==> config.mk <==
export PLATFORM = sky130hd
export DESIGN_NAME = i2c_switch_fault_report
export DESIGN_NICKNAME = d
export VERILOG_FILES = /design/src/rtl/fault_report_pkg.sv /design/src/rtl/i2c_switch_fault_report.sv
export SDC_FILE = /design/constraint.sdc
export NUM_CORES = 1
export LEC_CHECK = 0
export BUFFER_PORTS_ARGS = -buffer_cell sky130_fd_sc_hd__buf_2
export CORE_ASPECT_RATIO = 0.75
export CORE_UTILIZATION = 54
export CTS_CLUSTER_SIZE = 25
export DETAILED_ROUTE_END_ITERATION = 6
export GPL_ROUTABILITY_DRIVEN = 0
export GPL_TIMING_DRIVEN = 0
export MAX_ROUTING_LAYER = met4
export PLACE_DENSITY = 0.76
export SLEW_MARGIN = 20
export SYNTH_ARGS = -nofsm -noshare
export SYNTH_HDL_FRONTEND = slang
export SYNTH_SLANG_ARGS = --single-unit
==> constraint.sdc <==
create_clock -name clk -period 4.2 [get_ports clk]
set_clock_uncertainty 0.1 [all_clocks]
set_input_delay 0 -clock clk [delete_from_list [all_inputs] [get_ports clk]]
set_output_delay 0 -clock clk [all_outputs]
set_load 0.05 [all_outputs]
==> src/rtl/fault_report_pkg.sv <==
package fault_report_pkg;
    // register offsets on the plain register port
    localparam logic [7:0] REG_SWITCH = 8'h00;
    localparam logic [7:0] REG_CONFIG = 8'h01;
    localparam logic [7:0] REG_LOCKUP = 8'h03;
    localparam logic [7:0] REG_CAP_FIRST = 8'h04;
    localparam logic [7:0] REG_CAP_SECOND = 8'h05;
    localparam logic [7:0] REG_STUCK = 8'h06;
    // configuration field positions
    localparam int IRQ_ENABLE_BIT = 0;
    localparam int IRQ_TIMED_RELEASE_BIT = 2;
    localparam int LOCKUP_LATCH_BIT = 3;
    localparam int KEEP_CONNECTED_BIT = 4;
    localparam int LOCKUP_DETECT_DISABLE_BIT = 5;
    localparam int PRECONNECT_TEST_ENABLE_BIT = 7;
    // reset values
    localparam logic [7:0] CONFIG_RESET = 8'h00;
    localparam logic [7:0] SWITCH_RESET = 8'h00;
    localparam logic [7:0] FLAGS_RESET = 8'h00;
    // timing
    localparam int CLK_MHZ = 100;
    localparam int IRQ_RELEASE_MS = 2000;
    localparam int IRQ_RELEASE_CYCLES = IRQ_RELEASE_MS * CLK_MHZ * 1000;
    localparam int RESET_MIN_LOW_WIDTH_NS = 500;
    localparam int RESET_MIN_LOW_CYCLES = (RESET_MIN_LOW_WIDTH_NS * CLK_MHZ + 999) / 1000;
    localparam int BITS_PER_FRAME = 9;
    // capture phases after a start condition
    typedef enum logic [3:0] {
        CAP_IDLE = 4'b0001,
        CAP_FIRST = 4'b0010,
        CAP_SECOND = 4'b0100,
        CAP_DONE = 4'b1000
    } cap_state_t;
endpackage

==> src/rtl/i2c_switch_fault_report.sv <==
// Operation
// - read of lock-up flags releases interrupt pin
// - latch option holds lock-up flags until read
// - unconnected channels detected like connected ones
// - keep connections when lock-ups only unconnected
// - capture first two bytes after start
// - freeze capture on lock-up detection
// - reading second capture byte unfreezes it
// - stuck-high bit n blocks channel n while preconnect test is off
// - stuck-high read clears and releases pin
// - preconnect test on each newly selected channel
// - reset-only variant: reset fsm, deselect all
// - pin low long enough resets all but the synchronizers, pin filter and read data
// - own interrupt low is not a reset
// - interrupt driven only when enabled
// - read-release mode holds until lock-up or stuck-high read
// - timed mode releases after fixed timeout
// - new lock-up reasserts after timed release
// - interrupt never triggers own reset
// - lock-up bit n shows channel n
// - detect-disable bit suppresses lock-up detection
`timescale 1ns/1ns
module i2c_switch_fault_report #(
    parameter int IRQ_RELEASE_COUNT = fault_report_pkg::IRQ_RELEASE_CYCLES
) (
    // clock and reset
    input wire logic clk,
    input wire logic sys_rst,
    // register port
    input wire logic [7:0] regAddr,
    input wire logic [7:0] regWrData,
    input wire logic regWrite,
    input wire logic regRead,
    output logic [7:0] regRdData,
    // monitored main bus lines
    input wire logic busScl,
    input wire logic busSda,
    // shared reset/interrupt pin
    input wire logic rstIntIn,
    output logic rstIntOut,
    output logic rstIntOe,
    // lock-up timer and preconnect tester
    input wire logic [7:0] lockupRaw,
    output logic [7:0] testRequest,
    input wire logic testDone,
    input wire logic [7:0] testFail,
    // switch and serial engine control
    output logic [7:0] channelConnect,
    output logic serialReset
);
    import fault_report_pkg::*;

    function automatic logic rising(input logic now, input logic prev);
        rising = now & ~prev;
    endfunction

    logic [1:0] sclSync_ff, sdaSync_ff, pinSync_ff;
    logic sclPrev_ff, sdaPrev_ff;
    logic [7:0] config_ff, switch_ff, lockFlags_ff, lockPrev_ff, stuck_ff;
    logic [7:0] connect_ff, pending_ff, testReq_ff, rdData_ff;
    logic [7:0] capFirst_ff, capSecond_ff, shift_ff;
    logic [3:0] bitCnt_ff;
    logic frozen_ff, irqActive_ff, pinRst_ff, serialRst_ff;
    logic [15:0] lowCnt_ff;
    logic [31:0] relCnt_ff;
    cap_state_t capState_ff;

    logic [7:0] lockDet, newLock;
    logic rdLock, rdStuck, rdCapSecond, sclRise, startSeen, irqEvent, relDone;

    always_ff @(posedge clk or posedge sys_rst) begin
        if (sys_rst) begin
            sclSync_ff <= 2'h3;
            sdaSync_ff <= 2'h3;
            pinSync_ff <= 2'h3;
            sclPrev_ff <= 1'b1;
            sdaPrev_ff <= 1'b1;
        end else begin
            sclSync_ff <= {sclSync_ff[0], busScl};
            sdaSync_ff <= {sdaSync_ff[0], busSda};
            pinSync_ff <= {pinSync_ff[0], rstIntIn};
            sclPrev_ff <= sclSync_ff[1];
            sdaPrev_ff <= sdaSync_ff[1];
        end
    end

    assign sclRise = rising(sclSync_ff[1], sclPrev_ff);
    assign startSeen = rising(sdaPrev_ff, sdaSync_ff[1]) & sclSync_ff[1] & sclPrev_ff;
    assign rdLock = regRead && regAddr == REG_LOCKUP;
    assign rdStuck = regRead && regAddr == REG_STUCK;
    assign rdCapSecond = regRead && regAddr == REG_CAP_SECOND;
    assign lockDet = config_ff[LOCKUP_DETECT_DISABLE_BIT] ? 8'h00 : lockupRaw;
    assign newLock = lockDet & ~lockPrev_ff;
    assign irqEvent = (|newLock) | (testDone & (|(pending_ff & testFail)));
    assign relDone = relCnt_ff == 32'(IRQ_RELEASE_COUNT - 1);

    // external reset filter: a low must last the minimum width, own drive masks it
    always_ff @(posedge clk or posedge sys_rst) begin
        if (sys_rst) begin
            lowCnt_ff <= 16'h0000;
            pinRst_ff <= 1'b0;
        end else if (pinSync_ff[1] || irqActive_ff) begin
            lowCnt_ff <= 16'h0000;
            pinRst_ff <= 1'b0;
        end else if (lowCnt_ff == 16'(RESET_MIN_LOW_CYCLES - 1)) begin
            pinRst_ff <= 1'b1;
        end else begin
            lowCnt_ff <= lowCnt_ff + 16'h0001;
        end
    end

    always_ff @(posedge clk or posedge sys_rst) begin
        if (sys_rst) begin
            serialRst_ff <= 1'b1;
        end else begin
            serialRst_ff <= pinRst_ff;
        end
    end

    always_ff @(posedge clk or posedge sys_rst) begin
        if (sys_rst) begin
            config_ff <= CONFIG_RESET;
            switch_ff <= SWITCH_RESET;
        end else if (pinRst_ff) begin
            config_ff <= CONFIG_RESET;
            switch_ff <= SWITCH_RESET;
        end else if (regWrite && regAddr == REG_CONFIG) begin
            config_ff <= regWrData;
        end else if (regWrite && regAddr == REG_SWITCH) begin
            switch_ff <= regWrData;
        end
    end

    always_ff @(posedge clk or posedge sys_rst) begin
        if (sys_rst) begin
            lockFlags_ff <= FLAGS_RESET;
            lockPrev_ff <= FLAGS_RESET;
        end else if (pinRst_ff) begin
            lockFlags_ff <= FLAGS_RESET;
            lockPrev_ff <= FLAGS_RESET;
        end else begin
            lockPrev_ff <= lockDet;
            if (config_ff[LOCKUP_LATCH_BIT]) begin
                lockFlags_ff <= (rdLock ? 8'h00 : lockFlags_ff) | lockDet;
            end else begin
                lockFlags_ff <= lockDet;
            end
        end
    end

    // connection control with preconnect test and lock-up isolation
    always_ff @(posedge clk or posedge sys_rst) begin
        if (sys_rst) begin
            connect_ff <= SWITCH_RESET;
            pending_ff <= 8'h00;
            testReq_ff <= 8'h00;
        end else if (pinRst_ff) begin
            connect_ff <= SWITCH_RESET;
            pending_ff <= 8'h00;
            testReq_ff <= 8'h00;
        end else begin
            testReq_ff <= 8'h00;
            if (|newLock) begin
                if (config_ff[KEEP_CONNECTED_BIT]) begin
                    connect_ff <= connect_ff & ~lockDet;
                end else begin
                    connect_ff <= 8'h00;
                end
            end else if (regWrite && regAddr == REG_SWITCH) begin
                if (config_ff[PRECONNECT_TEST_ENABLE_BIT]
                        && |(regWrData & ~connect_ff)) begin
                    connect_ff <= regWrData & connect_ff;
                    pending_ff <= regWrData & ~connect_ff;
                    testReq_ff <= regWrData & ~connect_ff;
                end else begin
                    connect_ff <= regWrData & ~stuck_ff;
                end
            end else if (testDone && |pending_ff) begin
                connect_ff <= connect_ff | (pending_ff & ~testFail);
                pending_ff <= 8'h00;
            end
        end
    end

    always_ff @(posedge clk or posedge sys_rst) begin
        if (sys_rst) begin
            stuck_ff <= FLAGS_RESET;
        end else if (pinRst_ff) begin
            stuck_ff <= FLAGS_RESET;
        end else begin
            // a failure in the read cycle survives the clear
            stuck_ff <= (rdStuck ? 8'h00 : stuck_ff)
                | (testDone ? pending_ff & testFail : 8'h00);
        end
    end

    // interrupt drive and timed release
    always_ff @(posedge clk or posedge sys_rst) begin
        if (sys_rst) begin
            irqActive_ff <= 1'b0;
            relCnt_ff <= 32'h0000_0000;
        end else if (pinRst_ff) begin
            irqActive_ff <= 1'b0;
            relCnt_ff <= 32'h0000_0000;
        end else if (irqEvent && config_ff[IRQ_ENABLE_BIT]) begin
            irqActive_ff <= 1'b1;
            relCnt_ff <= 32'h0000_0000;
        end else if (rdLock || rdStuck) begin
            irqActive_ff <= 1'b0;
        end else if (irqActive_ff && config_ff[IRQ_TIMED_RELEASE_BIT]) begin
            if (relDone) begin
                irqActive_ff <= 1'b0;
            end else begin
                relCnt_ff <= relCnt_ff + 32'h0000_0001;
            end
        end
    end

    // traffic capture after each start condition
    always_ff @(posedge clk or posedge sys_rst) begin
        if (sys_rst) begin
            capState_ff <= CAP_IDLE;
            bitCnt_ff <= 4'h0;
            shift_ff <= 8'h00;
            capFirst_ff <= 8'h00;
            capSecond_ff <= 8'h00;
        end else if (pinRst_ff) begin
            // pin reset clears every capture register, the two captured bytes included
            capState_ff <= CAP_IDLE;
            bitCnt_ff <= 4'h0;
            shift_ff <= 8'h00;
            capFirst_ff <= 8'h00;
            capSecond_ff <= 8'h00;
        end else if (startSeen) begin
            capState_ff <= CAP_FIRST;
            bitCnt_ff <= 4'h0;
        end else if (sclRise) begin
            bitCnt_ff <= (bitCnt_ff == 4'(BITS_PER_FRAME - 1)) ? 4'h0 : bitCnt_ff + 4'h1;
            if (bitCnt_ff < 4'h8) begin
                shift_ff <= {shift_ff[6:0], sdaSync_ff[1]};
            end
            case (capState_ff)
                CAP_FIRST: begin
                    if (bitCnt_ff == 4'h7) begin
                        capState_ff <= CAP_SECOND;
                        if (!frozen_ff) begin
                            capFirst_ff <= {shift_ff[6:0], sdaSync_ff[1]};
                        end
                    end
                end
                CAP_SECOND: begin
                    if (bitCnt_ff == 4'h7) begin
                        capState_ff <= CAP_DONE;
                        if (!frozen_ff) begin
                            capSecond_ff <= {shift_ff[6:0], sdaSync_ff[1]};
                        end
                    end
                end
                CAP_IDLE, CAP_DONE: begin
                    capState_ff <= capState_ff;
                end
                default: begin
                    capState_ff <= CAP_IDLE;
                end
            endcase
        end
    end

    always_ff @(posedge clk or posedge sys_rst) begin
        if (sys_rst) begin
            frozen_ff <= 1'b0;
        end else if (pinRst_ff) begin
            frozen_ff <= 1'b0;
        end else if (|newLock) begin
            frozen_ff <= 1'b1;
        end else if (rdCapSecond) begin
            frozen_ff <= 1'b0;
        end
    end

    always_ff @(posedge clk or posedge sys_rst) begin
        if (sys_rst) begin
            rdData_ff <= 8'h00;
        end else if (regRead) begin
            case (regAddr)
                REG_SWITCH: rdData_ff <= switch_ff;
                REG_CONFIG: rdData_ff <= config_ff;
                REG_LOCKUP: rdData_ff <= lockFlags_ff;
                REG_CAP_FIRST: rdData_ff <= capFirst_ff;
                REG_CAP_SECOND: rdData_ff <= capSecond_ff;
                REG_STUCK: rdData_ff <= stuck_ff;
                default: rdData_ff <= 8'h00;
            endcase
        end else begin
            rdData_ff <= 8'h00;
        end
    end

    assign regRdData = rdData_ff;
    assign rstIntOut = 1'b0;
    assign rstIntOe = irqActive_ff;
    assign channelConnect = connect_ff;
    assign testRequest = testReq_ff;
    assign serialReset = serialRst_ff;
endmodule

# After elaboration in Yosys (flattened, before gate mapping)
# Index checks and enable logic that the tools add are counted.
[word_totals] register_bits=163 input_bits=40 out_inout_bits=27 elab_cells=187
[op_classes] add_sub_neg=3 n_lt_le_gt_ge=1 eq_ne=24 muxes=71 bitwise=23 n_reduce_logical=40
[op_table] operator="8-bit 2-to-1 mux" n=39
[op_table] operator="32-bit 2-to-1 mux" n=5
[op_table] operator="8-bit bitwise AND" n=7
[op_table] operator="8-bit one-hot mux with 6 select lines" n=1
[op_table] operator="8-bit inverter" n=5
[op_table] operator="4-bit 2-to-1 mux" n=9
[op_table] operator="32-bit by 1-bit adder with 32-bit output (second input constant)" n=1
[op_table] operator="32-bit by 28-bit == test with 1-bit output (second input constant)" n=1
[op_table] operator="16-bit 2-to-1 mux" n=2
[op_table] operator="8-bit OR reduction" n=4
[op_table] operator="7-bit 2-to-1 mux" n=4
[op_table] operator="8-bit by 3-bit == test with 1-bit output (second input constant)" n=3
[op_table] operator="8-bit bitwise OR" n=3
[op_table] operator="16-bit by 1-bit adder with 16-bit output (second input constant)" n=1
[op_table] operator="16-bit by 6-bit == test with 1-bit output (second input constant)" n=1
[op_table] operator="2-bit nonzero test" n=8
[op_table] operator="4-bit one-hot mux with 3 select lines" n=1
[op_table] operator="3-bit nonzero test" n=4
[op_table] operator="4-bit nonzero test" n=3
[op_table] operator="1-bit 2-to-1 mux" n=10
[op_table] operator="5-bit AND reduction" n=2
[op_table] operator="1-bit logical AND" n=9
[op_table] operator="3-bit AND reduction" n=3
[op_table] operator="4-bit by 3-bit == test with 1-bit output (second input constant)" n=2
[op_table] operator="20 further kinds" n=34

# Longest topological paths before layout
[depth] word_depth=8 mapped_depth=8 depth_no_buf=8

# Least setup slack after synthesis
# Ideal clock, no wire load.
[synth_timing] path_type="register to register" from="reg connect_ff[7], in the netlist channelConnect[7]" to="reg pending_ff[0]" setup_time_ps=79 arrival_ps=2056 required_ps=4021 setup_slack_ps=1964 stages_incl_launch_ff=9 n_path_buf=2 synth_period_minus_slack_ps=2236 cell_sequence="dfrtp_1 -> nand2b_1 -> nand4_1 -> o21ai_1 -> clkbuf_1 -> and2_1 -> buf_2 -> a211oi_4 -> mux2i_1"
[synth_between] elab_chain_len=6
[synth_rtl] element="start: declaration" line_no="i2c_switch_fault_report.sv:60" source="logic [7:0] connect_ff, pending_ff, testReq_ff, rdData_ff;"
[synth_rtl] element="start signal: assignment" line_no="i2c_switch_fault_report.sv:165" source="connect_ff <= connect_ff & ~lockDet;"
[synth_rtl] element="start signal: assignment" line_no="i2c_switch_fault_report.sv:172" source="connect_ff <= regWrData & connect_ff;"
[synth_rtl] element="start signal: assignment" line_no="i2c_switch_fault_report.sv:176" source="connect_ff <= regWrData & ~stuck_ff;"
[synth_rtl] element="8-bit inverter" line_no="i2c_switch_fault_report.sv:171" source="&& |(regWrData & ~connect_ff)) begin"
[synth_rtl] element="8-bit bitwise AND" line_no="i2c_switch_fault_report.sv:171"
[synth_rtl] element="8-bit OR reduction" line_no="i2c_switch_fault_report.sv:171"
[synth_rtl] element="1-bit logical AND" line_no="i2c_switch_fault_report.sv:171"
[synth_rtl] element="3-bit by 2-bit inequality test with 1-bit output (no source line)"
[synth_rtl] element="3-bit AND reduction (no source line)"
[synth_rtl] element="end signal: assignment" line_no="i2c_switch_fault_report.sv:173" source="pending_ff <= regWrData & ~connect_ff;"
[synth_rtl] element="end: declaration" line_no="i2c_switch_fault_report.sv:60"
# Every way passes these cells.
# A chain may end at the register's enable or synchronous reset.

# Final worst setup path
[layout_timing] from="reg relCnt_ff[26]" to="reg relCnt_ff[2]"
[layout_between] elab_chain_len=3
[layout_rtl] element="start: declaration" line_no="i2c_switch_fault_report.sv:65" source="logic [31:0] relCnt_ff;"
[layout_rtl] element="start signal: assignment" line_no="i2c_switch_fault_report.sv:214" source="relCnt_ff <= relCnt_ff + 32'h0000_0001;"
[layout_rtl] element="32-bit by 28-bit == test with 1-bit output" line_no="i2c_switch_fault_report.sv:95" source="assign relDone = relCnt_ff == 32'(IRQ_RELEASE_COUNT - 1);"
[layout_rtl] element="3-bit by 2-bit inequality test with 1-bit output (no source line)"
[layout_rtl] element="3-bit AND reduction (no source line)"
# Every way passes these cells.

==> results.sh <==
export IMPL_synth_cell_type_count=65
export IMPL_critical_path_slowest_cell="nor4_2"
export IMPL_worstHoldStart="regAddr[6]"
export IMPL_grt_pass1_wl_mm=33.4
export IMPL_cts_root_buf="clkbuf_16"
export IMPL_cts_resized=0
export IMPL_drc=0
export IMPL_synthArstFlopShare=1.00
export IMPL_max_stage_delay_ns=0.53
export IMPL_p_leak_nw=4.25
export IMPL_worst_path_buf_inv=1
export IMPL_initial_utilization=0.563
export IMPL_crit_type="reg -> reg"
export IMPL_die_h_um=107
export IMPL_grt_max_degree=36
export IMPL_finalSetupViolCount=0
export IMPL_required_ns=4.38
export IMPL_synthToLayoutAreaGrowth_pct=20.5
export IMPL_whs_path_depth=5
export IMPL_hold_viol_final=0
export IMPL_max_freq_ghz=0.376
export IMPL_cts_path_max_buffers=2
export IMPL_grt_pass1_vias=6364
export IMPL_die_area_sq_um=15100
export IMPL_final_max_slew_viol_count=0
export IMPL_drive_gt1_frac=0.153
export IMPL_holdCritPathClass="in -> reg"
export IMPL_clk_latency_ns=0.42
export IMPL_fp_dieW_um=141
export IMPL_period_needed_ns=2.66
export IMPL_io_buffers=62
export IMPL_drt_wl_total_mm=20.8
export IMPL_synthesis_area_sq_um=7870
export IMPL_synth_seq_cells=163
export IMPL_period_share=0.633
export IMPL_hpwlAfterDp_mm=14.6
export IMPL_wl_per_cell_um=18.7
export IMPL_mostFrequentLayoutCells="dfrtp_1, nor2_1, nand2_1"
export IMPL_cts_clk_slew_worst_paths_ns=0.06
export IMPL_reg2regPathDepth=7
export IMPL_path_cells="nor4bb_1 > nand4_1 > nor4_2 > clkbuf_1 > nor3b_1 > xnor2_1 > nor2_1"
export IMPL_dr_pass1_iters=5
export IMPL_crit_family="simple AND/OR/NAND/NOR gates"
export IMPL_grt_usage=0.302
export IMPL_cts_sinks=163
export IMPL_crit_arrival_ns=2.84
export IMPL_min_to="switch_ff[7]"
export IMPL_vias=6630
export IMPL_ioPinCount=67
export IMPL_fp_coreArea_sq_um=14000
export IMPL_syn_area_per_cell_sq_um=9.96
export IMPL_syn_inst=790
export IMPL_cts_htree_levels=4
export IMPL_synth_edf_count=0
export IMPL_cp_max_fo=10
export IMPL_status="completed"
export IMPL_place_ws_ns=1.62
export IMPL_cap_violations=0
export IMPL_final_common_cell="dfrtp_1"
export IMPL_cp_start_kind="register"
export IMPL_end_kind="register"
export IMPL_relSlewSlack=0.487
export IMPL_fin_nets=952
export IMPL_cts_tree="yes"
export IMPL_grt_overflow_total=0
export IMPL_numCtsBuffers=17
export IMPL_dr_first_iter_drc_count=713
export IMPL_tns_ns=0
export IMPL_timing_final_ws_setup_ns=1.54
export IMPL_num_rows=37
export IMPL_regToRegStartpoint="relCnt_ff[26]"
export IMPL_r2r_slack_ns=1.54
export IMPL_max_slew_worst_pin_slew_ns=0.764
export IMPL_yosysWarningCount=0
export IMPL_power_density_nw_per_um2=419
export IMPL_regToRegEndpoint="relCnt_ff[2]"
export IMPL_max_vdd_ir_drop_mv=0.290
export IMPL_antenna_cells=0
export IMPL_grt_setup_unrepaired="false"
export IMPL_synth_flop_cell="dfrtp_1"
export IMPL_syn_nets=835
export IMPL_routed_via_density=5.95
export IMPL_postCtsHoldBufs=31
export IMPL_antenna_found_initial=0
export IMPL_seq_area_frac_synth=0.520
export IMPL_cts_setup_buffers=0
export IMPL_ant_nets=0
## worst min-delay path, stage by stage
cell,delay [ns]
buf_2,0.09
nor4_2,0.07
and3_1,0.17
nand2_1,0.10
a21oi_1,0.06
## cell families (layout without fill, tap and decap cells)
| family | count (synthesis) | in the layout | synth area share |
|---|---|---|---|
| simple gates | 351 | 351 | 0.224 |
| flops | 163 | 163 | 0.520 |
| compound gates | 125 | 125 | 0.110 |
| buf+inv | 63 | 193 | 0.0329 |
| xor+xnor | 43 | 43 | 0.0479 |
| mux | 39 | 39 | 0.0565 |
| fa+ha+maj | 5 | 5 | 0.00795 |
| other cells | 1 | 1 | 0.000477 |
## sequential cells by signal (all words and copies together) (netlist names), 2 cells and up
signal / flops
relCnt_ff: 32
lowCnt_ff: 16
capFirst_ff: 8
capSecond_ff: 8
channelConnect: 8
config_ff: 8
lockFlags_ff: 8
lockPrev_ff: 8
pending_ff: 8
regRdData: 8
stuck_ff: 8
switch_ff: 8
testRequest: 8
shift_ff: 7
bitCnt_ff: 4
capState_ff: 4
pinSync_ff: 2
sclSync_ff: 2
sdaSync_ff: 2
## synthesized netlist by cell type (3+ instances only)
cell,count,share of area
dfrtp_1,153,0.49
nor2_1,104,0.050
nand2_1,94,0.045
a21oi_1,40,0.025
mux2i_1,32,0.041
xnor2_1,28,0.031
inv_1,26,0.012
clkbuf_1,24,0.011
nor3_1,22,0.014
nor4_1,21,0.017
nand3_1,18,0.011
nand4_1,15,0.012
xor2_1,15,0.017
or3_1,12,0.0095
a221oi_1,10,0.011
dfstp_2,10,0.033
nand2b_1,10,0.0080
nor2b_1,10,0.0080
a21o_1,9,0.0086
a21boi_0,8,0.0076
a22oi_1,8,0.0076
a32oi_1,8,0.0089
buf_2,8,0.0051
o21ai_0,8,0.0051
a311oi_1,7,0.0078
and3_1,6,0.0048
or4_1,6,0.0057
ha_1,5,0.0080
nor4b_1,5,0.0056
mux4_2,4,0.011
nor3b_1,4,0.0038
o21ai_1,4,0.0025
o21bai_1,4,0.0038
o22ai_1,4,0.0032
and4_1,3,0.0033
mux2_2,3,0.0043
nand4b_1,3,0.0033
## routing by layer
metal	track usage	part of all wire	vias to the layer above
li1	-	-	3035
met1	0.443	0.47	3227
met2	0.424	0.43	311
met3	0.0550	0.079	57
met4	0.101	0.022	0
met5	-	0	-
## cell type report
class	instances	area, sq um
fill	1092	4500
sequential	163	4090
multi-input combinational	564	3520
timing repair buffer	98	736
clock buffer	22	484
tap	195	244
buffer	37	161
clock inverter	10	145
inverter	26	101
## report_power, final
group	internal (mW)	switching (mW)
Clock	1.01	0.651
Sequential	1.69	0.140
Combinational	0.199	0.287
Total	2.89	1.08
## per-stage QoR
step | power, mW | cells | hold slack, ns | util | area, sq um
global placement | 2.28 | 1047 | 0.00536 | 0.603 | 8430
global route | 4.11 | 1115 | 0.0293 | 0.678 | 9480
CTS | 3.97 | 1115 | 0.00405 | 0.678 | 9480
detailed placement | 2.31 | 1052 | 0.00640 | 0.611 | 8540
floorplan | 2.14 | 790 | -0.0955 | - | 7870
finish | 3.97 | 1115 | 0.00880 | 0.678 | 9480
## worst max-delay path by stage
stage,startpoint,end,depth (start not counted)
after floorplan,channelConnect[7],pending_ff[0],8
after global placement,sys_rst,channelConnect[4],2
after detailed placement,relCnt_ff[26],relCnt_ff[10],7
after CTS,relCnt_ff[26],relCnt_ff[2],7
after global routing,relCnt_ff[26],relCnt_ff[2],7
final,relCnt_ff[26],relCnt_ff[2],7
(Power assumes the default switching activity.)
